### config.mk
export PLATFORM = sky130hd
export DESIGN_NAME = msd_decoder
export DESIGN_NICKNAME = d
export VERILOG_FILES = /design/src/msd_pkg.sv /design/src/msd_decoder.sv
export SDC_FILE = /design/constraint.sdc
export NUM_CORES = 1
export LEC_CHECK = 0
export ABC_AREA = 1
export BUFFER_PORTS_ARGS = -buffer_cell sky130_fd_sc_hd__buf_2
export CAP_MARGIN = 30
export CORE_ASPECT_RATIO = 0.75
export CORE_UTILIZATION = 52
export CTS_BUF_LIST = sky130_fd_sc_hd__clkbuf_4
export DETAILED_ROUTE_END_ITERATION = 12
export GPL_TIMING_DRIVEN = 0
export HOLD_SLACK_MARGIN = 0.06
export PLACE_DENSITY = 0.84
export RECOVER_POWER = 25
export SLEW_MARGIN = 20
export SYNTH_ARGS = -nofsm -noshare
export SYNTH_HDL_FRONTEND = slang
export SYNTH_SLANG_ARGS = --single-unit
export TNS_END_PERCENT = 10
### constraint.sdc
create_clock -name clk_sys_in -period 3.72 [get_ports clk_sys_in]
set_input_delay 0.186 -clock clk_sys_in [delete_from_list [all_inputs] [get_ports clk_sys_in]]
set_output_delay 0.186 -clock clk_sys_in [all_outputs]
set_load 0.02 [all_outputs]
### src/msd_pkg.sv
// Purpose: Constants and types for the memory space decoder.
// Assumes: One system clock, synchronous active-low reset.
// Notes: Addresses are 24-bit byte addresses of the unified space.
// Notes on behaviour
// - Low RAM holds four banks of eight registers.
// - Bytes 0x20 to 0xFF are bit addressable.
// - Wide modes at 0x80-0xFF reach internal RAM.
// - Eight-bit direct at 0x80-0xFF reaches special registers.
// - Extended data starts right after internal RAM.
// - Program memory spans 0x800000 to top, 8MB.
// - Region 0xFF0000-0xFFFFFF holds legacy code.
// - Fetch starts at 0xFF0000 after reset.
// - Each interrupt vector offset from base 0xFF0000.
// - Internal up to 32kB, extended up to 8MB.
// - Internal size chosen at build, 1kB-32kB.
// - Special registers use separate read/write strobed buses.
package msd_pkg;
  localparam int          ADDR_W        = 24;
  localparam int          BANK_COUNT    = 4;
  localparam int          BANK_REGS     = 8;
  localparam logic [23:0] BIT_AREA_LO   = 24'h000020;
  localparam logic [23:0] BIT_AREA_HI   = 24'h0000FF;
  localparam logic [23:0] SFR_LO        = 24'h000080;
  localparam logic [23:0] SFR_HI        = 24'h0000FF;
  localparam logic [23:0] PROG_BASE     = 24'h800000;
  localparam logic [23:0] LEGACY_BASE   = 24'hFF0000;
  localparam logic [23:0] RESET_FETCH   = 24'hFF0000;
  localparam logic [23:0] VECTOR_BASE   = 24'hFF0000;
  localparam int          INTERNAL_DATA_SPACE_MIN     = 1024;
  localparam int          INTERNAL_DATA_SPACE_MAX     = 32768;
  localparam int          INTERNAL_DATA_SPACE_DEF     = 1024;
  localparam int          EXTENDED_DATA_SPACE_MAX     = 8388608;
  localparam int          VEC_SPACING   = 8;
  localparam int          VEC_COUNT     = 16;

  typedef enum logic [1:0] {
    MSD_MODE_DIR8,
    MSD_MODE_DIR16,
    MSD_MODE_DIR24,
    MSD_MODE_IND
  } msd_mode_t;

  typedef enum {
    MSD_TGT_NONE,
    MSD_TGT_INTERNAL_DATA_SPACE,
    MSD_TGT_SFR,
    MSD_TGT_EXTENDED_DATA_SPACE,
    MSD_TGT_PROG
  } msd_tgt_t;
endpackage
### src/msd_decoder.sv
// Purpose: Route each core access to internal RAM, extended RAM, program memory or special registers.
// Assumes: Core presents one access per cycle; answers are registered one cycle later.
// Notes: Data buses pass straight to the memories outside; only addresses, strobes and status flags are decoded here.
`timescale 1ns/1ps
module msd_decoder
  import msd_pkg::*;
#(
  parameter int INTERNAL_DATA_SPACE_SIZE = INTERNAL_DATA_SPACE_DEF
) (
  // Clock and reset
  input  wire logic              clk_sys_in,
  input  wire logic              resetn_in,
  // Core access request
  input  wire logic              acc_rd_in,
  input  wire logic              acc_wr_in,
  input  wire logic              acc_code_in,
  input  wire logic [1:0]        acc_mode_in,
  input  wire logic [23:0]       acc_addr_in,
  input  wire logic [1:0]        status_word_bank_select_in,
  input  wire logic [2:0]        reg_num_in,
  input  wire logic              reg_acc_in,
  input  wire logic              bit_acc_in,
  // Core fetch and interrupt
  input  wire logic              fetch_next_in,
  input  wire logic [23:0]       fetch_addr_in,
  input  wire logic              irq_take_in,
  input  wire logic [3:0]        irq_num_in,
  // Internal data space
  output logic [14:0]            internal_data_space_raddr_out,
  output logic [14:0]            internal_data_space_waddr_out,
  output logic                   internal_data_space_oe_out,
  output logic                   internal_data_space_we_out,
  // Extended data space
  output logic [22:0]            extended_data_space_addr_out,
  output logic                   extended_data_space_rd_out,
  output logic                   extended_data_space_wr_out,
  // Program space
  output logic [22:0]            prog_addr_out,
  output logic                   prog_rd_out,
  output logic                   prog_wr_out,
  output logic                   prog_legacy_out,
  // Special register space
  output logic [7:0]             sfr_raddr_out,
  output logic [7:0]             sfr_waddr_out,
  output logic                   sfr_oe_out,
  output logic                   sfr_we_out,
  // Status
  output logic                   bit_area_out,
  output logic                   unmapped_out
);

  initial begin
    if (INTERNAL_DATA_SPACE_SIZE < INTERNAL_DATA_SPACE_MIN || INTERNAL_DATA_SPACE_SIZE > INTERNAL_DATA_SPACE_MAX) begin
      $error("INTERNAL_DATA_SPACE_SIZE out of range");
    end
  end

  localparam logic [23:0] EXTENDED_DATA_SPACE_BASE = 24'(INTERNAL_DATA_SPACE_SIZE);
  localparam logic [23:0] EXTENDED_DATA_SPACE_TOP  = 24'(INTERNAL_DATA_SPACE_SIZE + EXTENDED_DATA_SPACE_MAX);

  msd_mode_t   mode;
  msd_tgt_t    tgt;
  logic [23:0] eff_addr;
  logic        acc_any;
  logic [23:0] pc_r;
  logic        fetch_pend_r;

  assign mode    = msd_mode_t'(acc_mode_in);
  assign acc_any = acc_rd_in | acc_wr_in;

  // Working registers resolve to bank base plus register number.
  always_comb begin
    if (reg_acc_in) begin
      eff_addr = 24'({status_word_bank_select_in, reg_num_in});
    end else begin
      eff_addr = acc_addr_in;
    end
  end

  // Only eight-bit direct reaches special registers; the rest see RAM.
  always_comb begin
    tgt = MSD_TGT_NONE;
    if (acc_code_in) begin
      if (acc_addr_in >= PROG_BASE) begin
        tgt = MSD_TGT_PROG;
      end
    end else if (eff_addr < EXTENDED_DATA_SPACE_BASE) begin
      case (mode)
        MSD_MODE_DIR8: begin
          if (!reg_acc_in && eff_addr >= SFR_LO && eff_addr <= SFR_HI) begin
            tgt = MSD_TGT_SFR;
          end else begin
            tgt = MSD_TGT_INTERNAL_DATA_SPACE;
          end
        end
        default: tgt = MSD_TGT_INTERNAL_DATA_SPACE;
      endcase
    end else if (eff_addr < EXTENDED_DATA_SPACE_TOP && eff_addr < PROG_BASE) begin
      tgt = MSD_TGT_EXTENDED_DATA_SPACE;
    end
  end

  // Internal data strobes.
  always_ff @(posedge clk_sys_in) begin
    if (!resetn_in) begin
      internal_data_space_raddr_out <= 15'h0000;
      internal_data_space_waddr_out <= 15'h0000;
      internal_data_space_oe_out    <= 1'b0;
      internal_data_space_we_out    <= 1'b0;
    end else begin
      internal_data_space_raddr_out <= eff_addr[14:0];
      internal_data_space_waddr_out <= eff_addr[14:0];
      internal_data_space_oe_out    <= (tgt == MSD_TGT_INTERNAL_DATA_SPACE) && acc_rd_in;
      internal_data_space_we_out    <= (tgt == MSD_TGT_INTERNAL_DATA_SPACE) && acc_wr_in;
    end
  end

  // Extended data strobes, offset so the first location follows internal RAM.
  always_ff @(posedge clk_sys_in) begin
    if (!resetn_in) begin
      extended_data_space_addr_out <= 23'h000000;
      extended_data_space_rd_out   <= 1'b0;
      extended_data_space_wr_out   <= 1'b0;
    end else begin
      extended_data_space_addr_out <= 23'(eff_addr - EXTENDED_DATA_SPACE_BASE);
      extended_data_space_rd_out   <= (tgt == MSD_TGT_EXTENDED_DATA_SPACE) && acc_rd_in;
      extended_data_space_wr_out   <= (tgt == MSD_TGT_EXTENDED_DATA_SPACE) && acc_wr_in;
    end
  end

  // Separate read and write buses let a read-modify-write overlap.
  always_ff @(posedge clk_sys_in) begin
    if (!resetn_in) begin
      sfr_raddr_out <= 8'h00;
      sfr_waddr_out <= 8'h00;
      sfr_oe_out    <= 1'b0;
      sfr_we_out    <= 1'b0;
    end else begin
      sfr_raddr_out <= eff_addr[7:0];
      sfr_waddr_out <= eff_addr[7:0];
      sfr_oe_out    <= (tgt == MSD_TGT_SFR) && acc_rd_in;
      sfr_we_out    <= (tgt == MSD_TGT_SFR) && acc_wr_in;
    end
  end

  // Program counter: reset fetch and vectors win over data reads of code.
  always_ff @(posedge clk_sys_in) begin
    if (!resetn_in) begin
      pc_r         <= RESET_FETCH;
      fetch_pend_r <= 1'b1;
    end else begin
      fetch_pend_r <= 1'b0;
      if (irq_take_in) begin
        pc_r         <= VECTOR_BASE + 24'({irq_num_in, 3'h0});
        fetch_pend_r <= 1'b1;
      end else if (fetch_next_in) begin
        pc_r         <= fetch_addr_in;
        fetch_pend_r <= 1'b1;
      end
    end
  end

  always_ff @(posedge clk_sys_in) begin
    if (!resetn_in) begin
      prog_addr_out   <= 23'h000000;
      prog_rd_out     <= 1'b0;
      prog_wr_out     <= 1'b0;
      prog_legacy_out <= 1'b0;
    end else if (fetch_pend_r) begin
      prog_addr_out   <= pc_r[22:0];
      prog_rd_out     <= 1'b1;
      prog_wr_out     <= 1'b0;
      prog_legacy_out <= pc_r >= LEGACY_BASE;
    end else begin
      prog_addr_out   <= acc_addr_in[22:0];
      prog_rd_out     <= (tgt == MSD_TGT_PROG) && acc_rd_in;
      prog_wr_out     <= (tgt == MSD_TGT_PROG) && acc_wr_in;
      prog_legacy_out <= acc_addr_in >= LEGACY_BASE;
    end
  end

  always_ff @(posedge clk_sys_in) begin
    if (!resetn_in) begin
      bit_area_out <= 1'b0;
      unmapped_out <= 1'b0;
    end else begin
      bit_area_out <= bit_acc_in && !acc_code_in && eff_addr >= BIT_AREA_LO
                      && eff_addr <= BIT_AREA_HI;
      unmapped_out <= acc_any && (tgt == MSD_TGT_NONE);
    end
  end

  sfr_direct_a: assert property (@(posedge clk_sys_in) disable iff (!resetn_in)
    acc_rd_in && !acc_code_in && !reg_acc_in && mode == MSD_MODE_DIR8 && acc_addr_in >= SFR_LO
    && acc_addr_in <= SFR_HI |=> sfr_oe_out && !internal_data_space_oe_out)
    else $error("Direct high byte did not reach special registers");

  wide_ram_a: assert property (@(posedge clk_sys_in) disable iff (!resetn_in)
    acc_rd_in && !acc_code_in && mode != MSD_MODE_DIR8 && acc_addr_in >= SFR_LO
    && acc_addr_in <= SFR_HI |=> internal_data_space_oe_out && !sfr_oe_out)
    else $error("Wide mode high byte did not reach internal RAM");

  low_direct_a: assert property (@(posedge clk_sys_in) disable iff (!resetn_in)
    acc_wr_in && !acc_code_in && !reg_acc_in && acc_addr_in < SFR_LO |=> internal_data_space_we_out && !sfr_we_out)
    else $error("Low direct write missed internal RAM");

  extended_data_space_start_a: assert property (@(posedge clk_sys_in) disable iff (!resetn_in)
    acc_rd_in && !acc_code_in && !reg_acc_in && acc_addr_in == EXTENDED_DATA_SPACE_BASE
    |=> extended_data_space_rd_out && extended_data_space_addr_out == 23'h000000 && !internal_data_space_oe_out)
    else $error("First extended address misplaced");

  bank_addr_a: assert property (@(posedge clk_sys_in) disable iff (!resetn_in)
    acc_rd_in && !acc_code_in && reg_acc_in
    |=> internal_data_space_oe_out && internal_data_space_raddr_out == 15'({$past(status_word_bank_select_in), $past(reg_num_in)}))
    else $error("Bank register address wrong");

  reset_fetch_a: assert property (@(posedge clk_sys_in)
    !resetn_in ##1 resetn_in |=> prog_rd_out && prog_addr_out == RESET_FETCH[22:0] && prog_legacy_out)
    else $error("First fetch not at reset address");

  vector_a: assert property (@(posedge clk_sys_in) disable iff (!resetn_in)
    irq_take_in ##1 1'b1 |=> prog_rd_out
    && prog_addr_out == 23'(VECTOR_BASE + 24'({$past(irq_num_in, 2), 3'h0})))
    else $error("Vector fetch address wrong");

  prog_low_a: assert property (@(posedge clk_sys_in) disable iff (!resetn_in)
    acc_code_in && acc_rd_in && acc_addr_in < PROG_BASE && !fetch_pend_r |=> !prog_rd_out && unmapped_out)
    else $error("Code access below program base accepted");

  bit_area_a: assert property (@(posedge clk_sys_in) disable iff (!resetn_in)
    bit_acc_in && !acc_code_in && !reg_acc_in && acc_addr_in < BIT_AREA_LO |=> !bit_area_out)
    else $error("Bit area flagged below its base");

endmodule

==> impl_metrics.csv, run 1 <==
group,metric,value,unit
clocking,cts_tree,"built",
yosys,ys_seq_area_frac,0.485,
floorplanning,die_w,98.0,um
layout,fillers,440,
placement,place.gp.congestion,0.921,
sta,worst_slack,1.42,ns
yosys,syn-instance-count,465,
drt,drc_errors,14,
drt,routedWlPerCell,16.0,um
worst_setup_path,r2r_slack,1.84,ns
yosys,synth_top_area_cell,"dfxtp_1",
yosys,ys_warn_count,0,
worst_hold_path,holdCritPathClass,"in -> reg",
status,outcome,"finished with violations",
layout,diodes,0,
sta,fin_setup_tns,0,ns
global_routing,grt_max_degree,16,
clocking,cts_max_level,3,
yosys,syn_nets,534,
drt,wl,12.7,mm
pwr,ir_drop,249,uV
sta,tightestPinTransition,0.649,ns
worst_setup_path,ff2ff_path_depth,7,
placement,post-place-ws,1.82,ns
placement,placed_cells,716,
floorplanning,boundaryPins,171,
drt,via_per_inst,5.30,
worst_hold_path,min_to,"pc_r[6]",
floorplanning,initial_utilization,0.555,
yosys,ys_ff_latch,87,
floorplanning,core-area,6470,sq um
worst_hold_path,hp-start,"fetch_addr_in[6]",
layout,instances_no_fill,794,
sta,finalCritPeriodShare,0.617,
layout,nets,777,
pwr,power.density,378,nW/um^2
pwr,leakagePower,2.70,nW
sta,slew_headroom,0.567,
sta,finalClockSkew,0.0116,ns
yosys,syn_avg_cell_area,7.73,sq um
clocking,clk_pin_slew,0.14,ns
worst_setup_path,crit_fanout,10,
floorplanning,std_cell_rows,25,
sta,timing.fmax,436,MHz
worst_setup_path,required,4.08,ns
drt,vias,4212,
yosys,synth.distinct_cells,31,
worst_setup_path,critPathKind,"in -> reg",
clocking,clockRootBuffer,"clkbuf_4",
global_routing,gr-total-overflow,0,
clocking,cts.sinks,87,
worst_setup_path,start_kind,"input pin",
placement,io_buffers,170,
worst_setup_path,cp_data_arrival_time,2.66,ns
yosys,synth_area_leaders,"dfxtp_1, buf_4, nor2_1, nand2_1, o21ai_0",
clocking,cts_made_buffers,9,
pwr,power,0.00199,W
clocking,cts_max_path_buffers,2,
sta,rsz0062_at_grt,"false",
placement,hpwlAfterDp,8.29,mm
layout,final_layout_size_suffix_gt1_frac,0.311,
yosys,syn_area,3590,sq um
global_routing,grt_pass1_wl,19.6,mm
sta,finalHoldViolCount,0,
sta,fin_crit,2.30,ns
status,violations,"design-rule violations",
worst_setup_path,cp-end-kind,"flop",
worst_hold_path,hold_depth,3,
global_routing,grt_pass1_vias,4085,
run,maxCapViolations,0,
floorplanning,die_h,74.0,um
drt,drt_pass1_iterations,10,
sta,final-setup-viol-count,0,
yosys,synth_top_area_share,0.485,
worst_setup_path,rr_endpoint,"prog_legacy_out",
clocking,clk-insertion-delay-late,0.44,ns
worst_setup_path,r2r_start,"fetch_pend_r",
drt,antenna_left,0,
sta,slew_viol_final,0,
drt,drtIter0Drc,417,
layout,syn_to_final_growth,46.8,%
global_routing,antenna_found_initial,0,
floorplanning,die-area,7250,sq um
global_routing,grtUsageTotal,0.351,
[final cells by class]
| type | count | area (sq um) | area share |
|---|---|---|---|
| clock inverter | 6 | 70.1 | 0.0133 |
| timing repair buffer | 232 | 1450 | 0.274 |
| sequential | 87 | 1740 | 0.330 |
| multi-input combinational | 287 | 1340 | 0.253 |
| buffer | 62 | 397 | 0.0752 |
| tap | 81 | 101 | 0.0192 |
| clock buffer | 10 | 75.1 | 0.0142 |
| inverter | 29 | 109 | 0.0206 |
[cell usage in the layout, fill, tap and decap left out, types with 2 or more instances in the layout]
cell / netlist / layout
clkbuf_1: 14 / 38
inv_1: 26 / 26
o21ai_1: 2 / 2
nor2_1: 74 / 74
nand4_1: 5 / 5
dlygate4sd3_1: 0 / 62
nor4_1: 3 / 3
clkinvlp_4: 0 / 3
nor2_2: 4 / 4
nand2_2: 5 / 5
nand2_1: 72 / 72
a31oi_1: 4 / 4
o211ai_1: 8 / 8
buf_4: 41 / 41
o21ai_0: 41 / 41
clkinv_1: 1 / 2
buf_2: 3 / 151
clkbuf_4: 0 / 10
o21ai_2: 2 / 2
nand3_1: 28 / 28
nor3_1: 4 / 4
a21oi_1: 27 / 27
dfxtp_1: 87 / 87
[state kept, by name, indices dropped and copies added (netlist names)]
register,cells
sfr_oe_out,1
internal_data_space_waddr_out,15
fetch_pend_r,1
prog_legacy_out,1
extended_data_space_rd_out,1
pc_r,24
sfr_we_out,1
unmapped_out,1
internal_data_space_we_out,1
prog_wr_out,1
prog_addr_out,23
extended_data_space_addr_out,13
internal_data_space_oe_out,1
prog_rd_out,1
extended_data_space_wr_out,1
bit_area_out,1
[worst max-delay path, cell delays in order]
cell           delay, ns
dlygate4sd3_1       0.54
clkbuf_1            0.16
clkinv_1            0.10
clkbuf_1            0.26
buf_6               0.23
nand2_1             0.13
ha_1                0.20
inv_1               0.12
nor2_2              0.14
inv_1               0.07
or3_1               0.37
a21oi_1             0.14
[through the flow]
step                      area [sq um]  hold WS [ns]   util
after CTS                         5300        0.0602  0.819
after floorplan                   3590         0.298      -
after detailed placement          4550         0.410  0.702
final                             5280        0.0733  0.815
after global placement            4550         0.403  0.702
after global routing              5280        0.0684  0.815
[routing by layer]
layer	routed length [um]	vias up	GRT usage
li1	-	1961	-
met1	4830	1941	0.401
met2	6430	269	0.632
met3	1140	41	0.0874
met4	344	0	0.167
met5	0	-	0
[synthesized netlist by cell type (all sizes together)]
cell type  instances
nor3               4
nand4              5
or3                1
clkbuf            14
a221oi             1
nand3             28
nor2              79
a31oi              4
dfxtp             87
o211ai             8
or2                1
o22ai              1
inv               28
nor4               3
a21oi             27
a32o               1
o21ai             45
xor2               1
clkinv             1
ha                 1
nand2             77
buf               48
[power breakdown]
part,switching (W),internal [W]
clock,0.000338,0.000216
combinational,0.000257,0.000177
sequential,0.0000241,0.000981
total,0.000619,0.00137
[worst max-delay path by stage]
stage          startpoint                                to  slack, ns
2_1_floorplan  reg_acc_in  extended_data_space_addr_out[22]       2.23
3_3_place_gp   reg_acc_in  extended_data_space_addr_out[22]       1.89
3_5_place_dp   reg_acc_in  extended_data_space_addr_out[22]       1.82
4_1_cts        reg_acc_in  extended_data_space_addr_out[22]       1.71
5_1_grt        reg_acc_in                        sfr_we_out       1.29
6_report       reg_acc_in  extended_data_space_addr_out[22]       1.42
[kinds of logic after synthesis]
| logic type | synth area share |
|---|---|
| simple gates | 0.233 |
| flops | 0.485 |
| xor+xnor | 0.00244 |
| compound gates | 0.133 |
| fa+ha+maj | 0.00348 |
| buf+inv | 0.143 |
[timing repair]
action	CTS	global route
gates resized for setup	0	0
hold buffers	61	1
endpoints found under the hold margin	54	1
setup buffers	0	0
Power figures use the tool's default switching activity.
==> run 2: changes to the inputs <==
--- a/config.mk
+++ b/config.mk
@@ -9,12 +9,12 @@
 export BUFFER_PORTS_ARGS = -buffer_cell sky130_fd_sc_hd__buf_2
 export CAP_MARGIN = 30
 export CORE_ASPECT_RATIO = 0.75
-export CORE_UTILIZATION = 52
+export CORE_UTILIZATION = 43
 export CTS_BUF_LIST = sky130_fd_sc_hd__clkbuf_4
 export DETAILED_ROUTE_END_ITERATION = 12
 export GPL_TIMING_DRIVEN = 0
 export HOLD_SLACK_MARGIN = 0.06
-export PLACE_DENSITY = 0.84
+export PLACE_DENSITY = 0.74
 export RECOVER_POWER = 25
 export SLEW_MARGIN = 20
 export SYNTH_ARGS = -nofsm -noshare
==> constraint.sdc (replaced) <==
create_clock -name clk_sys_in -period 1.95 [get_ports clk_sys_in]
set_input_delay 0.0975 -clock clk_sys_in [delete_from_list [all_inputs] [get_ports clk_sys_in]]
set_output_delay 0.0975 -clock clk_sys_in [all_outputs]
set_load 0.02 [all_outputs]
==> run 2 against run 1 <==
Clock skew increased by 0.0071 ns; via count fell by 1.1%; global-route usage decreased by 7.4 points; sequential share of layout area fell by 1.1 points; critical endpoint is now unmapped_out; combinational power grew 93%; setup slack got worse by 1.4 ns; clock power up 84%; first-iteration DRC count shrank 29%; critical path type unchanged; the run now ends clean.
==> impl_metrics.csv, run 2 (synthesis gave the netlist of run 1 again) <==
group,metric,value,unit
drt,routedWlPerCell,14.5,um
floorplanning,core-area,7990,sq um
global_routing,use_met1,0.340,
pwr,netSwitchingFraction,0.307,
pwr,ir_drop,390,uV
global_routing,gr-total-overflow,0,
pwr,p_int,0.00261,W
drt,drt_pass1_iterations,5,
layout,nets,791,
pwr,power.density,692,nW/um^2
clocking,cts_made_buffers,9,
status,outcome,"finished clean",
sta,rsz0062_at_grt,"true",
floorplanning,die_h,81.2,um
clocking,cts_max_level,3,
global_routing,grtUsageTotal,0.277,
layout,multi_input_area,1370,sq um
clocking,clk-insertion-delay-late,0.44,ns
drt,antenna_left,0,
sta,slew_viol_final,0,
sta,finalCritPeriodShare,0.997,
global_routing,grtUsageMet2,0.462,
layout,regArea,1740,sq um
pwr,power_frac_seq,0.507,
global_routing,grt_max_degree,16,
drt,wl,12.0,mm
global_routing,grt_pass1_wl,18.5,mm
pwr,power,0.00377,W
placement,placed_cells,740,
global_routing,grt_pass1_vias,3870,
sta,whs,0.110,ns
clocking,post_cts_buffers,0,
sta,fin_setup_tns,0,ns
layout,instances_no_fill,832,
pwr,power_frac_comb,0.222,
pwr,p_clk_frac,0.271,
layout,final_layout_size_suffix_gt1_frac,0.282,
clocking,clockRootBuffer,"clkbuf_4",
clocking,cts.sinks,87,
drt,drc_errors,0,
run,maxCapViolations,0,
global_routing,antenna_found_initial,0,
sta,timing.fmax,515,MHz
floorplanning,die-area,8730,sq um
drt,via_per_inst,5.01,
drt,drtIter0Drc,294,
placement,place.gp.congestion,0.862,
sta,slew_headroom,0.529,
layout,syn_to_final_growth,51.7,%
placement,post-place-ws,0.145,ns
floorplanning,boundaryPins,171,
floorplanning,die_w,108,um
worst_setup_path,required,2.33,ns
worst_setup_path,cp-end-kind,"flop",
layout,largest_register_ffs,24,
worst_setup_path,crit_fanout,10,
layout,fillers,704,
global_routing,grt_busiest_layer,"met2",
pwr,leakagePower,2.69,nW
sta,fin_crit,1.94,ns
sta,final-setup-viol-count,0,
clocking,clk_pin_slew,0.14,ns
layout,regMostFlops,"pc_r",
worst_setup_path,critPathKind,"in -> reg",
clocking,cts_max_path_buffers,2,
sta,finalHoldViolCount,0,
placement,hpwlAfterDp,8.44,mm
global_routing,grt_use_met3,0.0819,
worst_setup_path,cp_data_arrival_time,2.33,ns
worst_hold_path,holdCritPathClass,"in -> reg",
worst_setup_path,start_kind,"input pin",
layout,diodes,0,
drt,vias,4167,
floorplanning,initial_utilization,0.450,
sta,tightestPinTransition,0.707,ns
clocking,cts_tree,"built",
layout,layout_commonest_cell,"buf_2",
sta,finalClockSkew,0.0187,ns
layout,reg_top3,"pc_r (24), prog_addr_out (23), internal_data_space_waddr_out (15)",
floorplanning,std_cell_rows,28,
layout,mostFrequentLayoutCells,"buf_2, dfxtp_1, dlygate4sd3_1",
placement,io_buffers,170,
pwr,switching_power,0.00116,W
sta,worst_slack,0.00663,ns
-- run 2: cell type report --
| type | count | area share |
|---|---|---|
| Sequential cell | 87 | 0.319 |
| Timing Repair Buffer | 246 | 0.285 |
| Multi-Input combinational cell | 287 | 0.251 |
| Buffer | 62 | 0.0748 |
| Tap cell | 105 | 0.0241 |
| Inverter | 29 | 0.0200 |
| Clock inverter | 7 | 0.0133 |
| Clock buffer | 9 | 0.0124 |
-- run 2: repair_timing --
action,4_1_cts,5_1_grt
resized for setup,0,11
endpoints found under the hold margin,81,0
hold buffers,76,0
setup endpoints to repair,0,5
-- run 2: path summary, 6_finish.rpt --
| check | from | end | slack, ns | cells past startpoint |
|---|---|---|---|---|
| worst max-delay path | resetn_in | unmapped_out | 0.007 | 6 |
| worst min-delay path | irq_take_in | pc_r[7] | 0.11 | 4 |
| worst max register to register | fetch_pend_r | prog_legacy_out | 0.08 | 7 |
| worst min register to register | pc_r[9] | pc_r[9] | 0.47 | 2 |
-- run 2: critical path, stage by stage --
cell and delay, ns:
dlygate4sd3_1 0.54, buf_2 0.14, clkbuf_1 0.39, nand2_1 0.23, a221oi_1 0.32, dlygate4sd3_1 0.60
-- run 2: routing by layer --
layer | vias up | share of wire | wire length [um]
li1 | 1990 | - | -
met1 | 1928 | 0.43 | 5160
met4 | 0 | 0.023 | 271
met3 | 29 | 0.089 | 1070
met2 | 220 | 0.46 | 5530
met5 | - | 0 | 0
-- run 2: power groups by stage --
stage                     logic (W)  registers (W)  clock network (W)
after floorplan            0.000352        0.00203                  0
after global placement     0.000703        0.00195                  0
after detailed placement   0.000712        0.00195                  0
after CTS                  0.000828        0.00191            0.00104
after global routing       0.000906        0.00192            0.00112
final                      0.000836        0.00191            0.00102
-- run 2: stage by stage --
step                      area, sq um   util
after floorplan                  3590      -
after global placement           4580  0.573
after detailed placement         4580  0.573
after CTS                        5480  0.686
after global routing             5450  0.682
final                            5450  0.682
